--- src/include/iatr_pkg.sv ---
`default_nettype none
package iatr_pkg;
  // ==========================================
  // register byte addresses
  localparam logic [7:0] IATR_HIGH_THRESHOLD_ADDR = 8'h24;
  localparam logic [7:0] IATR_LOW_THRESHOLD_ADDR = 8'h28;
  localparam logic [7:0] IATR_ALARM_STATUS_ADDR = 8'h20;
  // ==========================================
  // reset values
  localparam logic [15:0] IATR_HIGH_LIMIT_RESET = 16'hFFFF;
  localparam logic [15:0] IATR_LOW_LIMIT_RESET = 16'h0000;
  localparam logic [7:0] IATR_HYST_RESET = 8'h00;
  // ==========================================
  // field positions
  localparam int IATR_HYST_LSB = 24;
  localparam int IATR_HYST_USED_LSB = 2;
  localparam int IATR_FLAG_TRIP_HIGH = 4;
  localparam int IATR_FLAG_TRIP_LOW = 5;
  localparam int IATR_FLAG_ACT_HIGH = 10;
  localparam int IATR_FLAG_ACT_LOW = 11;
  localparam int IATR_FLAG_OVERALL = 0;
  // ==========================================
  // AXI responses
  localparam logic [1:0] IATR_RESP_OKAY = 2'h0;
  localparam logic [1:0] IATR_RESP_SLVERR = 2'h2;

  // alarm configuration handed to the comparator
  typedef struct packed {
    logic [15:0] highLimit;
    logic [15:0] lowLimit;
    logic [5:0] hysteresis;
  } iatr_cfg_s;

  // alarm flags coming back from the comparator
  typedef struct packed {
    logic activeHigh;
    logic activeLow;
    logic latchedHigh;
    logic latchedLow;
  } iatr_flags_s;
endpackage
`default_nettype wire

--- src/design/input_alarm_threshold_regs.sv ---
`timescale 1ns/1ps
`default_nettype none
// How it works
// RULE1: high threshold at byte addresses 24h-27h
// RULE2: hysteresis is upper six bits of top byte
// RULE3: host writes zeros to hysteresis low bits
// RULE4: high register bits 23-16 read zero
// RULE5: high limit is bits 15-0, resets FFFFh
// RULE6: low threshold at byte addresses 28h-2Bh
// RULE7: low register upper sixteen bits read zero
// RULE8: low limit is bits 15-0, resets zero
// RULE9: hysteresis byte resets to zero
// RULE10: overall alarm is OR of tripped flags
// RULE11: read-only active and tripped flags, high/low
// RULE12: compare each result with hysteresis release
module input_alarm_threshold_regs
  import iatr_pkg::*;
(
  input wire logic clk, // system clock, 50 MHz
  input wire logic rst_b, // async reset, active low
  input wire logic [7:0] s_axi_awaddr, // write address
  input wire logic s_axi_awvalid, // write address valid
  output logic s_axi_awready, // write address ready
  input wire logic [31:0] s_axi_wdata, // write data
  input wire logic [3:0] s_axi_wstrb, // write byte strobes
  input wire logic s_axi_wvalid, // write data valid
  output logic s_axi_wready, // write data ready
  output logic [1:0] s_axi_bresp, // write response
  output logic s_axi_bvalid, // write response valid
  input wire logic s_axi_bready, // write response ready
  input wire logic [7:0] s_axi_araddr, // read address
  input wire logic s_axi_arvalid, // read address valid
  output logic s_axi_arready, // read address ready
  output logic [31:0] s_axi_rdata, // read data
  output logic [1:0] s_axi_rresp, // read response
  output logic s_axi_rvalid, // read data valid
  input wire logic s_axi_rready, // read data ready
  input wire logic resultValid, // one-cycle strobe, new conversion result
  input wire logic [15:0] result, // conversion result
  output logic [15:0] input_high_limit, // high threshold in use
  output logic [15:0] input_low_limit, // low threshold in use
  output logic [5:0] input_alarm_hysteresis, // hysteresis in use
  output logic latched_high_input_flag, // tripped high alarm
  output logic latched_low_input_flag, // tripped low alarm
  output logic overall_alarm_flag // OR of tripped alarms
);
  // ==========================================
  // register storage
  logic [15:0] highLimit; // high threshold field
  logic [15:0] lowLimit; // low threshold field
  logic [7:0] hystByte; // full hysteresis byte as written
  logic [15:0] next_highLimit;
  logic [15:0] next_lowLimit;
  logic [7:0] next_hystByte;
  iatr_cfg_s cfg; // configuration to comparator
  iatr_flags_s flags; // flags from comparator
  logic [31:0] statusWord; // assembled alarm status

  // ==========================================
  // write channel state
  logic awHeld; // write address captured
  logic wHeld; // write data captured
  logic [7:0] awAddr;
  logic [31:0] wData;
  logic [3:0] wStrb;
  logic bValid;
  logic [1:0] bResp;
  logic next_awHeld;
  logic next_wHeld;
  logic [7:0] next_awAddr;
  logic [31:0] next_wData;
  logic [3:0] next_wStrb;
  logic next_bValid;
  logic [1:0] next_bResp;
  logic doWrite; // both halves present and no response pending

  // address and data are taken independently, in either order
  assign s_axi_awready = !awHeld;
  assign s_axi_wready = !wHeld;
  assign doWrite = awHeld && wHeld && !bValid;

  // write handshake and register update
  always_comb begin
    next_awHeld = awHeld;
    next_wHeld = wHeld;
    next_awAddr = awAddr;
    next_wData = wData;
    next_wStrb = wStrb;
    next_bValid = bValid;
    next_bResp = bResp;
    next_highLimit = highLimit;
    next_lowLimit = lowLimit;
    next_hystByte = hystByte;
    if (s_axi_awvalid && !awHeld) begin
      next_awHeld = 1'b1;
      next_awAddr = s_axi_awaddr;
    end
    if (s_axi_wvalid && !wHeld) begin
      next_wHeld = 1'b1;
      next_wData = s_axi_wdata;
      next_wStrb = s_axi_wstrb;
    end
    if (bValid && s_axi_bready) begin
      next_bValid = 1'b0;
    end
    if (doWrite) begin
      next_awHeld = 1'b0;
      next_wHeld = 1'b0;
      next_bValid = 1'b1;
      next_bResp = IATR_RESP_OKAY;
      case ({awAddr[7:2], 2'b00})
        IATR_HIGH_THRESHOLD_ADDR: begin // RULE1
          // byte lanes map onto byte addresses 24h..27h
          if (wStrb[0]) next_highLimit[7:0] = wData[7:0]; // RULE5
          if (wStrb[1]) next_highLimit[15:8] = wData[15:8]; // RULE5
          // lane 2 is reserved and ignored
          // low two bits are stored as written; host keeps them zero
          if (wStrb[3]) next_hystByte = wData[IATR_HYST_LSB +: 8]; // RULE3
        end
        IATR_LOW_THRESHOLD_ADDR: begin // RULE6
          if (wStrb[0]) next_lowLimit[7:0] = wData[7:0]; // RULE8
          if (wStrb[1]) next_lowLimit[15:8] = wData[15:8]; // RULE8
        end
        IATR_ALARM_STATUS_ADDR: begin
          // read-only; write accepted and dropped
        end
        default: begin
          next_bResp = IATR_RESP_SLVERR; // unmapped address
        end
      endcase
    end
  end

  // register write-side state
  always_ff @(posedge clk or negedge rst_b) begin
    if (!rst_b) begin
      awHeld <= 1'b0;
      wHeld <= 1'b0;
      awAddr <= 8'h00;
      wData <= 32'h0000_0000;
      wStrb <= 4'h0;
      bValid <= 1'b0;
      bResp <= IATR_RESP_OKAY;
      highLimit <= IATR_HIGH_LIMIT_RESET; // RULE5
      lowLimit <= IATR_LOW_LIMIT_RESET; // RULE8
      hystByte <= IATR_HYST_RESET; // RULE9
    end else begin
      awHeld <= next_awHeld;
      wHeld <= next_wHeld;
      awAddr <= next_awAddr;
      wData <= next_wData;
      wStrb <= next_wStrb;
      bValid <= next_bValid;
      bResp <= next_bResp;
      highLimit <= next_highLimit;
      lowLimit <= next_lowLimit;
      hystByte <= next_hystByte;
    end
  end

  assign s_axi_bvalid = bValid;
  assign s_axi_bresp = bResp;

  // ==========================================
  // read channel
  logic rValid;
  logic [31:0] rData;
  logic [1:0] rResp;
  logic next_rValid;
  logic [31:0] next_rData;
  logic [1:0] next_rResp;

  // one read at a time; address is refused while data waits
  assign s_axi_arready = !rValid;

  // status word: reserved bits zero
  always_comb begin
    statusWord = 32'h0000_0000;
    statusWord[IATR_FLAG_ACT_HIGH] = flags.activeHigh; // RULE11
    statusWord[IATR_FLAG_ACT_LOW] = flags.activeLow; // RULE11
    statusWord[IATR_FLAG_TRIP_HIGH] = flags.latchedHigh; // RULE11
    statusWord[IATR_FLAG_TRIP_LOW] = flags.latchedLow; // RULE11
    statusWord[IATR_FLAG_OVERALL] = flags.latchedHigh | flags.latchedLow; // RULE10
  end

  // read decode, data registered for a clean output
  always_comb begin
    next_rValid = rValid;
    next_rData = rData;
    next_rResp = rResp;
    if (rValid && s_axi_rready) begin
      next_rValid = 1'b0;
    end
    if (s_axi_arvalid && !rValid) begin
      next_rValid = 1'b1;
      next_rResp = IATR_RESP_OKAY;
      case ({s_axi_araddr[7:2], 2'b00})
        IATR_HIGH_THRESHOLD_ADDR: begin
          next_rData = {hystByte, 8'h00, highLimit}; // RULE4
        end
        IATR_LOW_THRESHOLD_ADDR: begin
          next_rData = {16'h0000, lowLimit}; // RULE7
        end
        IATR_ALARM_STATUS_ADDR: begin
          next_rData = statusWord;
        end
        default: begin
          next_rData = 32'h0000_0000;
          next_rResp = IATR_RESP_SLVERR;
        end
      endcase
    end
  end

  // register read-side state
  always_ff @(posedge clk or negedge rst_b) begin
    if (!rst_b) begin
      rValid <= 1'b0;
      rData <= 32'h0000_0000;
      rResp <= IATR_RESP_OKAY;
    end else begin
      rValid <= next_rValid;
      rData <= next_rData;
      rResp <= next_rResp;
    end
  end

  assign s_axi_rvalid = rValid;
  assign s_axi_rdata = rData;
  assign s_axi_rresp = rResp;

  // ==========================================
  // configuration and comparator
  assign cfg.highLimit = highLimit;
  assign cfg.lowLimit = lowLimit;
  assign cfg.hysteresis = hystByte[7:IATR_HYST_USED_LSB]; // RULE2

  iatr_compare compare (
    .clk(clk),
    .rst_b(rst_b),
    .resultValid(resultValid),
    .result(result),
    .cfg(cfg),
    .flags(flags)
  );

  assign input_high_limit = highLimit;
  assign input_low_limit = lowLimit;
  assign input_alarm_hysteresis = cfg.hysteresis;
  assign latched_high_input_flag = flags.latchedHigh;
  assign latched_low_input_flag = flags.latchedLow;
  assign overall_alarm_flag = flags.latchedHigh | flags.latchedLow; // RULE10
endmodule
`default_nettype wire

--- src/design/iatr_compare.sv ---
`timescale 1ns/1ps
`default_nettype none
module iatr_compare
  import iatr_pkg::*;
(
  input wire logic clk, // system clock
  input wire logic rst_b, // async reset, active low
  input wire logic resultValid, // one-cycle strobe with a new result
  input wire logic [15:0] result, // conversion result
  input wire iatr_cfg_s cfg, // thresholds and hysteresis
  output iatr_flags_s flags // alarm flags
);
  // ==========================================
  // hysteresis comparator
  logic activeHigh;
  logic activeLow;
  logic next_activeHigh;
  logic next_activeLow;
  logic [16:0] highRelease; // wide so a borrow out of the subtraction shows in bit 16
  logic [16:0] lowRelease;

  // compute next alarm states, only on a fresh result
  always_comb begin
    highRelease = {1'b0, cfg.highLimit} - {11'h000, cfg.hysteresis};
    lowRelease = {1'b0, cfg.lowLimit} + {11'h000, cfg.hysteresis};
    next_activeHigh = activeHigh;
    next_activeLow = activeLow;
    if (resultValid) begin
      // raise above limit, release below limit minus hysteresis, or on any result not above it when hysteresis exceeds limit
      if (result > cfg.highLimit) begin
        next_activeHigh = 1'b1; // RULE12
      end else if (highRelease[16] || ({1'b0, result} < highRelease)) begin
        next_activeHigh = 1'b0; // RULE12
      end
      if (result < cfg.lowLimit) begin
        next_activeLow = 1'b1; // RULE12
      end else if (!lowRelease[16] && ({1'b0, result} > lowRelease)) begin
        next_activeLow = 1'b0; // RULE12
      end
    end
  end

  // register the alarm states
  always_ff @(posedge clk or negedge rst_b) begin
    if (!rst_b) begin
      activeHigh <= 1'b0;
      activeLow <= 1'b0;
    end else begin
      activeHigh <= next_activeHigh;
      activeLow <= next_activeLow;
    end
  end

  // tripped flags follow the hysteresis state; active ones are that state ANDed with the raw compare
  assign flags.latchedHigh = activeHigh; // RULE11
  assign flags.latchedLow = activeLow; // RULE11
  assign flags.activeHigh = activeHigh && (result > cfg.highLimit); // RULE11
  assign flags.activeLow = activeLow && (result < cfg.lowLimit); // RULE11
endmodule
`default_nettype wire

--- config.mk ---
export PLATFORM = sky130hd
export DESIGN_NAME = input_alarm_threshold_regs
export DESIGN_NICKNAME = d
export VERILOG_FILES = /design/src/include/iatr_pkg.sv /design/src/design/input_alarm_threshold_regs.sv /design/src/design/iatr_compare.sv
export SDC_FILE = /design/constraint.sdc
export NUM_CORES = 1
export LEC_CHECK = 0
export BUFFER_PORTS_ARGS = -buffer_cell sky130_fd_sc_hd__buf_2
export CORE_MARGIN = 1.5
export CORE_UTILIZATION = 55
export CTS_BUF_LIST = sky130_fd_sc_hd__clkbuf_2
export DETAILED_ROUTE_END_ITERATION = 12
export PLACE_DENSITY = 0.84
export RECOVER_POWER = 50
export SLEW_MARGIN = 10
export SYNTH_ARGS = -nofsm -noshare
export SYNTH_HDL_FRONTEND = slang
export SYNTH_HIERARCHICAL = 1
export SYNTH_SLANG_ARGS = --single-unit
--- constraint.sdc ---
create_clock -name clk -period 4.3 [get_ports clk]
set_input_delay 0.215 -clock clk [delete_from_list [all_inputs] [get_ports clk]]
set_output_delay 0.215 -clock clk [all_outputs]
set_load 0.02 [all_outputs]
# Yosys cells after proc, flatten, opt, wreduce, memory -nomap -nowiden
# Cells that the tools add are included.
[word_totals]
register_bits = 126
latchBits = 0
ramBits = 0
mem_bits_ro = 0
out_inout_bits = 82
n_memories = 0
[op_classes]
n_addsub = 2
mul = 0
n_div = 0
n_lt_le_gt_ge = 4
eq_ne = 6
shifts = 0
n_mux = 15
bitwise_logic = 1
reduce_logical = 31
[op_table]
columns = ["op", "n"]
rows = [
  ["32-bit case mux with 3 select lines", 1],
  ["6-bit by 4-bit equality test with 1-bit output, second input constant", 6],
  ["16-bit by 6-bit adder with 17-bit output", 1],
  ["16-bit by 17-bit > comparator with 1-bit output", 1],
  ["16-bit by 17-bit less-than comparator with 1-bit output", 1],
  ["16-bit by 6-bit subtractor with 17-bit output", 1],
  ["16-bit > comparator", 1],
  ["16-bit less-than comparator", 1],
  ["3-bit AND reduction", 5],
  ["1-bit two-way mux", 12],
  ["2-bit nonzero test", 6],
  ["1-bit logical AND", 10],
  ["3-bit OR reduction", 2],
  ["1-bit logical NOT", 5],
  ["2-bit two-way mux", 2],
  ["2-bit AND reduction", 2],
  ["1-bit logical OR", 1],
  ["1-bit OR", 1],
]

# Longest topological paths before layout
[depth]
ltp_word = 5
depth_mapped = 16

# Modules after synthesis
# Netlist, hierarchy kept.
[by_module_without_submodules]
columns = ["module", "n_inst", "cells_per_inst", "area_per_inst_um2"]
rows = [
  ["input_alarm_threshold_regs", 1, 301, 4262.8],
  ["iatr_compare", 1, 310, 2343.5],
]

# Worst setup path after synthesis
# OpenSTA, ideal clock, no wires.
[synth_path]
path_kind = "register to register"
start = "register highLimit[2] (netlist: input_high_limit[2])"
end = "register compare.activeHigh"
setup_time_ps = 122
t_arrival_ps = 3424
required_time_ps = 4178
path_slack_ps = 755
path_stages_with_launch = 15
n_path_buf = 0
period_less_slack_ps = 3545
path_cell_list = "dfstp_2 > ha_1 > o21ai_0 > a21oi_1 > o31a_1 > or4_2 > nor3_1 > xnor2_1 > ha_1 > nand2_1 > nand3b_1 > a31oi_1 > o21ai_0 > a211o_1 > a32o_1"
[synth_between]
elab_chain_len = 5
elab_cells_between_ends = 7
cone_classes = "1 x add/sub; 2 x order compare; 1 x mux; 3 x reduce/logical"
[synth_rtl]
columns = ["element", "line_no", "rtl"]
rows = [
  ["start, declared", "input_alarm_threshold_regs.sv:49", "logic [15:0] highLimit;"],
  ["start signal, assigned", "input_alarm_threshold_regs.sv:155", "highLimit <= next_highLimit;"],
  ["16-bit by 6-bit subtractor with 17-bit output", "iatr_compare.sv:24", "highRelease = {1'b0, cfg.highLimit} - {11'h000, cfg.hysteresis};"],
  ["16-bit by 17-bit less-than comparator with 1-bit output", "iatr_compare.sv:32", "end else if (highRelease[16] || ({1'b0, result} < highRelease)) begin"],
  ["1-bit logical OR", "iatr_compare.sv:32", ""],
  ["2-bit nonzero test (no line)", "-", ""],
  ["2-bit AND reduction (no line)", "-", ""],
  ["end signal, assigned", "iatr_compare.sv:49", "activeHigh <= next_activeHigh;"],
  ["end, declared", "iatr_compare.sv:15", "logic activeHigh;"],
]
# Several ways; a longest one is shown, not always the timed one.
# A chain may end at the register's enable or synchronous reset.

# Final worst setup path
[layout_path]
start = "register hystByte[4]"
end = "register compare.activeLow"
[layout_between]
elab_chain_len = 5
elab_cells_between_ends = 6
cone_classes = "1 x add/sub; 1 x order compare; 4 x reduce/logical"
[layout_rtl]
columns = ["element", "line_no", "rtl"]
rows = [
  ["start, declared", "input_alarm_threshold_regs.sv:51", "logic [7:0] hystByte;"],
  ["start signal, assigned", "input_alarm_threshold_regs.sv:157", "hystByte <= next_hystByte;"],
  ["16-bit by 6-bit adder with 17-bit output *", "iatr_compare.sv:25", "lowRelease = {1'b0, cfg.lowLimit} + {11'h000, cfg.hysteresis};"],
  ["16-bit by 17-bit > comparator with 1-bit output / 1-bit logical NOT (equally long branches)", "iatr_compare.sv:37", "end else if (!lowRelease[16] && ({1'b0, result} > lowRelease)) begin"],
  ["1-bit logical AND *", "iatr_compare.sv:37", ""],
  ["2-bit nonzero test (no line) *", "-", ""],
  ["2-bit AND reduction (no line) *", "-", ""],
  ["end signal, assigned", "iatr_compare.sv:50", "activeLow <= next_activeLow;"],
  ["end, declared", "iatr_compare.sv:16", "logic activeLow;"],
]
# Every way passes the cells marked *; elsewhere a longest branch is shown, timed or not.

==> summary.txt <==
Run status
  – Outcome: finished with violations
  – Failing checks: capacitance limit, slew limit

Critical path
  – Crit path max fanout: 5
  – Critical Path Sink Type: flip-flop
  – WP data required: 4810 ps
  – Worst Setup Path Type: flip-flop to flip-flop
  – R2R depth: 14
  – CP arrival: 4390 ps
  – CP Launch Type: flip-flop
  – CP startpoint: hystByte[4]$_DFFE_PN0P_
  – Reg2reg start: hystByte[4]$_DFFE_PN0P_

Clocking
  – CTS tree: built
  – Inserted Clock Buffers: 9
  – Clock tree sinks: 105
  – Root buffer cell: clkbuf_2
  – CTS Buffer Depth: 2
  – Clk Latency, worst-skew pair: 550 ps
  – Cts hold-fix bufs: 42
  – CTS clk-pin slew, worst paths: 260 ps
  – H-tree depth: 3
  – Total setup buffers inserted after CTS: 0
  – Resized cells post-CTS: 0

Die
  – # rows: 39
  – Core Footprint: 11600 µm²
  – Die width: about 110 µm
  – Starting density of the core: 57.1%
  – Die ar.: 12700 µm²
  – Die height: 113 µm
  – Io pins: 158

Place
  – Final GP Congestion: 0.969
  – Port bufs: 134
  – Pre-CTS setup slack: 492 ps
  – DP HPWL: 13000 µm

Yosys
  – Syn Inst Count: around 610
  – Ys flop type: dfrtp_1
  – Top cells by area, synth: dfrtp_1, ha_1, mux2_2
  – Largest area contributor in the synthesized netlist: dfrtp_1
  – Avg Inst Size Synth: ~11 µm²
  – Synth top area share: roughly a third
  – Synth top cells by count: dfrtp_1, ha_1, mux2_2, inv_1, nand2_1
  – Count leader, synth: dfrtp_1
  – Post-Syn Area: approximately 6600 µm²
  – EDFF count, synth: 0
  – Synth warn: 6
  – Ys async rst share: 100%
  – #FFs+latches synth: 105
  – Distinct cells, synth: 59
  – Register area share after synthesis: between 40% and 50%

Detailed routing
  – Wirelength per Cell: 18.4 µm
  – Drc violations: 0
  – Via density: 5.87
  – M1 WL: 7030 µm
  – Drt first pass iters: 6
  – Final WL: 17100 µm
  – Final antenna-violating net count: 0
  – Routed length on met3: 1170 µm
  – Via count: 5441
  – DR iter-0 viols: 362
  – Uppermost routed layer: met4
  – WL met2: ~8400 µm

Power
  – Internal power: 3.30 mW
  – Sw frac: 45.6%
  – PwrDens: 773 nW/µm²
  – Gate power share: between 60% and 70%
  – Switching power: 2.77 mW
  – Maximum VDD drop: 0.000362 V
  – Sequential Power Share: 30.6%
  – LEAKAGE: around 3.7 nW
  – Total power: 6.07 mW
  – Clock power frac: 8.1%

STA
  – Fin crit period: 3890 ps
  – Final setup skew: 25.2 ps
  – Max-slew violations: 97
  – Hold Violations, Final: 0
  – Final Cycle Share: 90.4%
  – Slew @ Worst Pin: around 3500 ps
  – Worst setup margin: approximately 410 ps
  – Slew HR: -135%
  – TNS Setup: 0 ps
  – Fmax: 0.257 GHz
  – Final setup viols: 0
  – RSZ-0062 raised after global routing: no

GRT
  – First-pass GRT wire length: 27700 µm
  – Initial antenna violation count: 0
  – Vias in the first global route: 5564
  – Largest net degree at the start of global routing: slightly below 70
  – All-Layer GR Usage: 27.9%
  – Grt ovf: 0

Finish
  – Share of layout cells above drive strength 1: ~31%
  – Area growth syn-to-layout: 18.8%
  – Storage cell area: 2650 µm²
  – Filler cells: 879
  – Antenna Cells: 0
  – Nets@finish: 931
  – Multi-input logic area: 3630 µm²

Worst hold path
  – Worst hold-check path type: input pin to flip-flop
  – Worst min-delay path startpoint: s_axi_araddr[4]
  – Hold Path Stages: 4

Run
  – Max-cap violation count: 2
power by group through the flow:
stage	clock (mW)	sequential [mW]	combinational [mW]
6_report	0.491	1.86	3.72
5_1_grt	0.554	1.91	4.16
4_1_cts	0.507	1.83	3.69
3_5_place_dp	0	1.86	3.63
3_3_place_gp	0	1.83	3.45
2_1_floorplan	0	1.85	2.69
kinds of logic (layout without fill, tap and decap cells):
| family | count (synthesis) | in the layout | share of synthesized area (%) |
|---|---|---|---|
| AO/OA/AOI/OAI | 115 | 115 | 11.6 |
| flip-flops | 105 | 105 | 40.1 |
| multiplexers | 77 | 77 | 13.0 |
| AND/OR/NAND/NOR | 133 | 133 | 11.5 |
| XOR/XNOR | 26 | 26 | 3.45 |
| buffers and inverters | 78 | 242 | 5.59 |
| other | 1 | 10 | 0.0568 |
| adder cells (fa/ha/maj) | 76 | 76 | 14.6 |
flip-flops by register name (all words and copies together), names as in the netlist, 3 cells and up:
register / flops
hystByte: 8
input_low_limit: 16
awAddr: 6
wStrb: 3
s_axi_rdata: 24
wData: 24
input_high_limit: 16
worst max-delay path: stages (launching register included):
cell,delay [ps]
dfrtp_1,510
ha_1,420
nand2_1,80
o21ai_0,310
nor4_1,110
nor4_1,560
nand2_1,140
xnor2_1,150
ha_1,280
nand4_1,120
or2_2,140
a31oi_1,40
or4b_2,630
a41oi_1,240
a311o_1,140
routing by layer:
layer  GRT usage [%]  up-vias
met5               0        -
met4            10.7        0
met3            5.29       37
met2            46.3      218
met1            36.3     2667
li1                -     2519
cell usage in the layout, fill, tap and decap left out, types with 14 or more instances in the layout:
| cell | synthesis | routed |
|---|---|---|
| buf_2 | 6 | 119 |
| dfrtp_1 | 89 | 89 |
| ha_1 | 74 | 74 |
| mux2_2 | 73 | 73 |
| inv_1 | 47 | 47 |
| dlygate4sd3_1 | 0 | 42 |
| nand2_1 | 35 | 35 |
| a21oi_1 | 28 | 28 |
| o21ai_0 | 24 | 24 |
| xnor2_1 | 24 | 24 |
| nor2_1 | 20 | 20 |
| clkbuf_1 | 6 | 16 |
| dfstp_2 | 16 | 16 |
| a22o_1 | 14 | 14 |
final timing paths:
kind	slack, ps	endpoint
hold / removal	120	s_axi_rdata[26]$_DFFE_PN0P_
hold reg to reg	500	s_axi_rdata[25]$_DFFE_PN0P_
setup / recovery	410	compare/activeLow$_DFFE_PN0P_
min in group asynchronous	1370	compare/activeHigh$_DFFE_PN0P_
max in group asynchronous	960	s_axi_rdata[12]$_DFFE_PN0P_
setup reg to reg	410	compare/activeLow$_DFFE_PN0P_
cell type report:
class	count	area share (%)
Clock buffer	12	0.765
Clock inverter	4	0.877
Inverter	47	2.25
Multi-Input combinational cell	437	46.2
Sequential cell	105	33.7
Tap cell	143	2.28
Timing Repair Buffer	179	13.9
stage by stage:
step	hold WS, ps	utilization, %	area (µm²)	instances
after floorplan	-80.6	-	6640	620
after global placement	346	63.3	7320	869
after detailed placement	362	63.3	7320	869
after CTS	75.1	68.1	7870	927
after global routing	60.8	67.9	7850	927
final	121	67.9	7850	927
No activity file was read; power rests on OpenSTA's default activity.
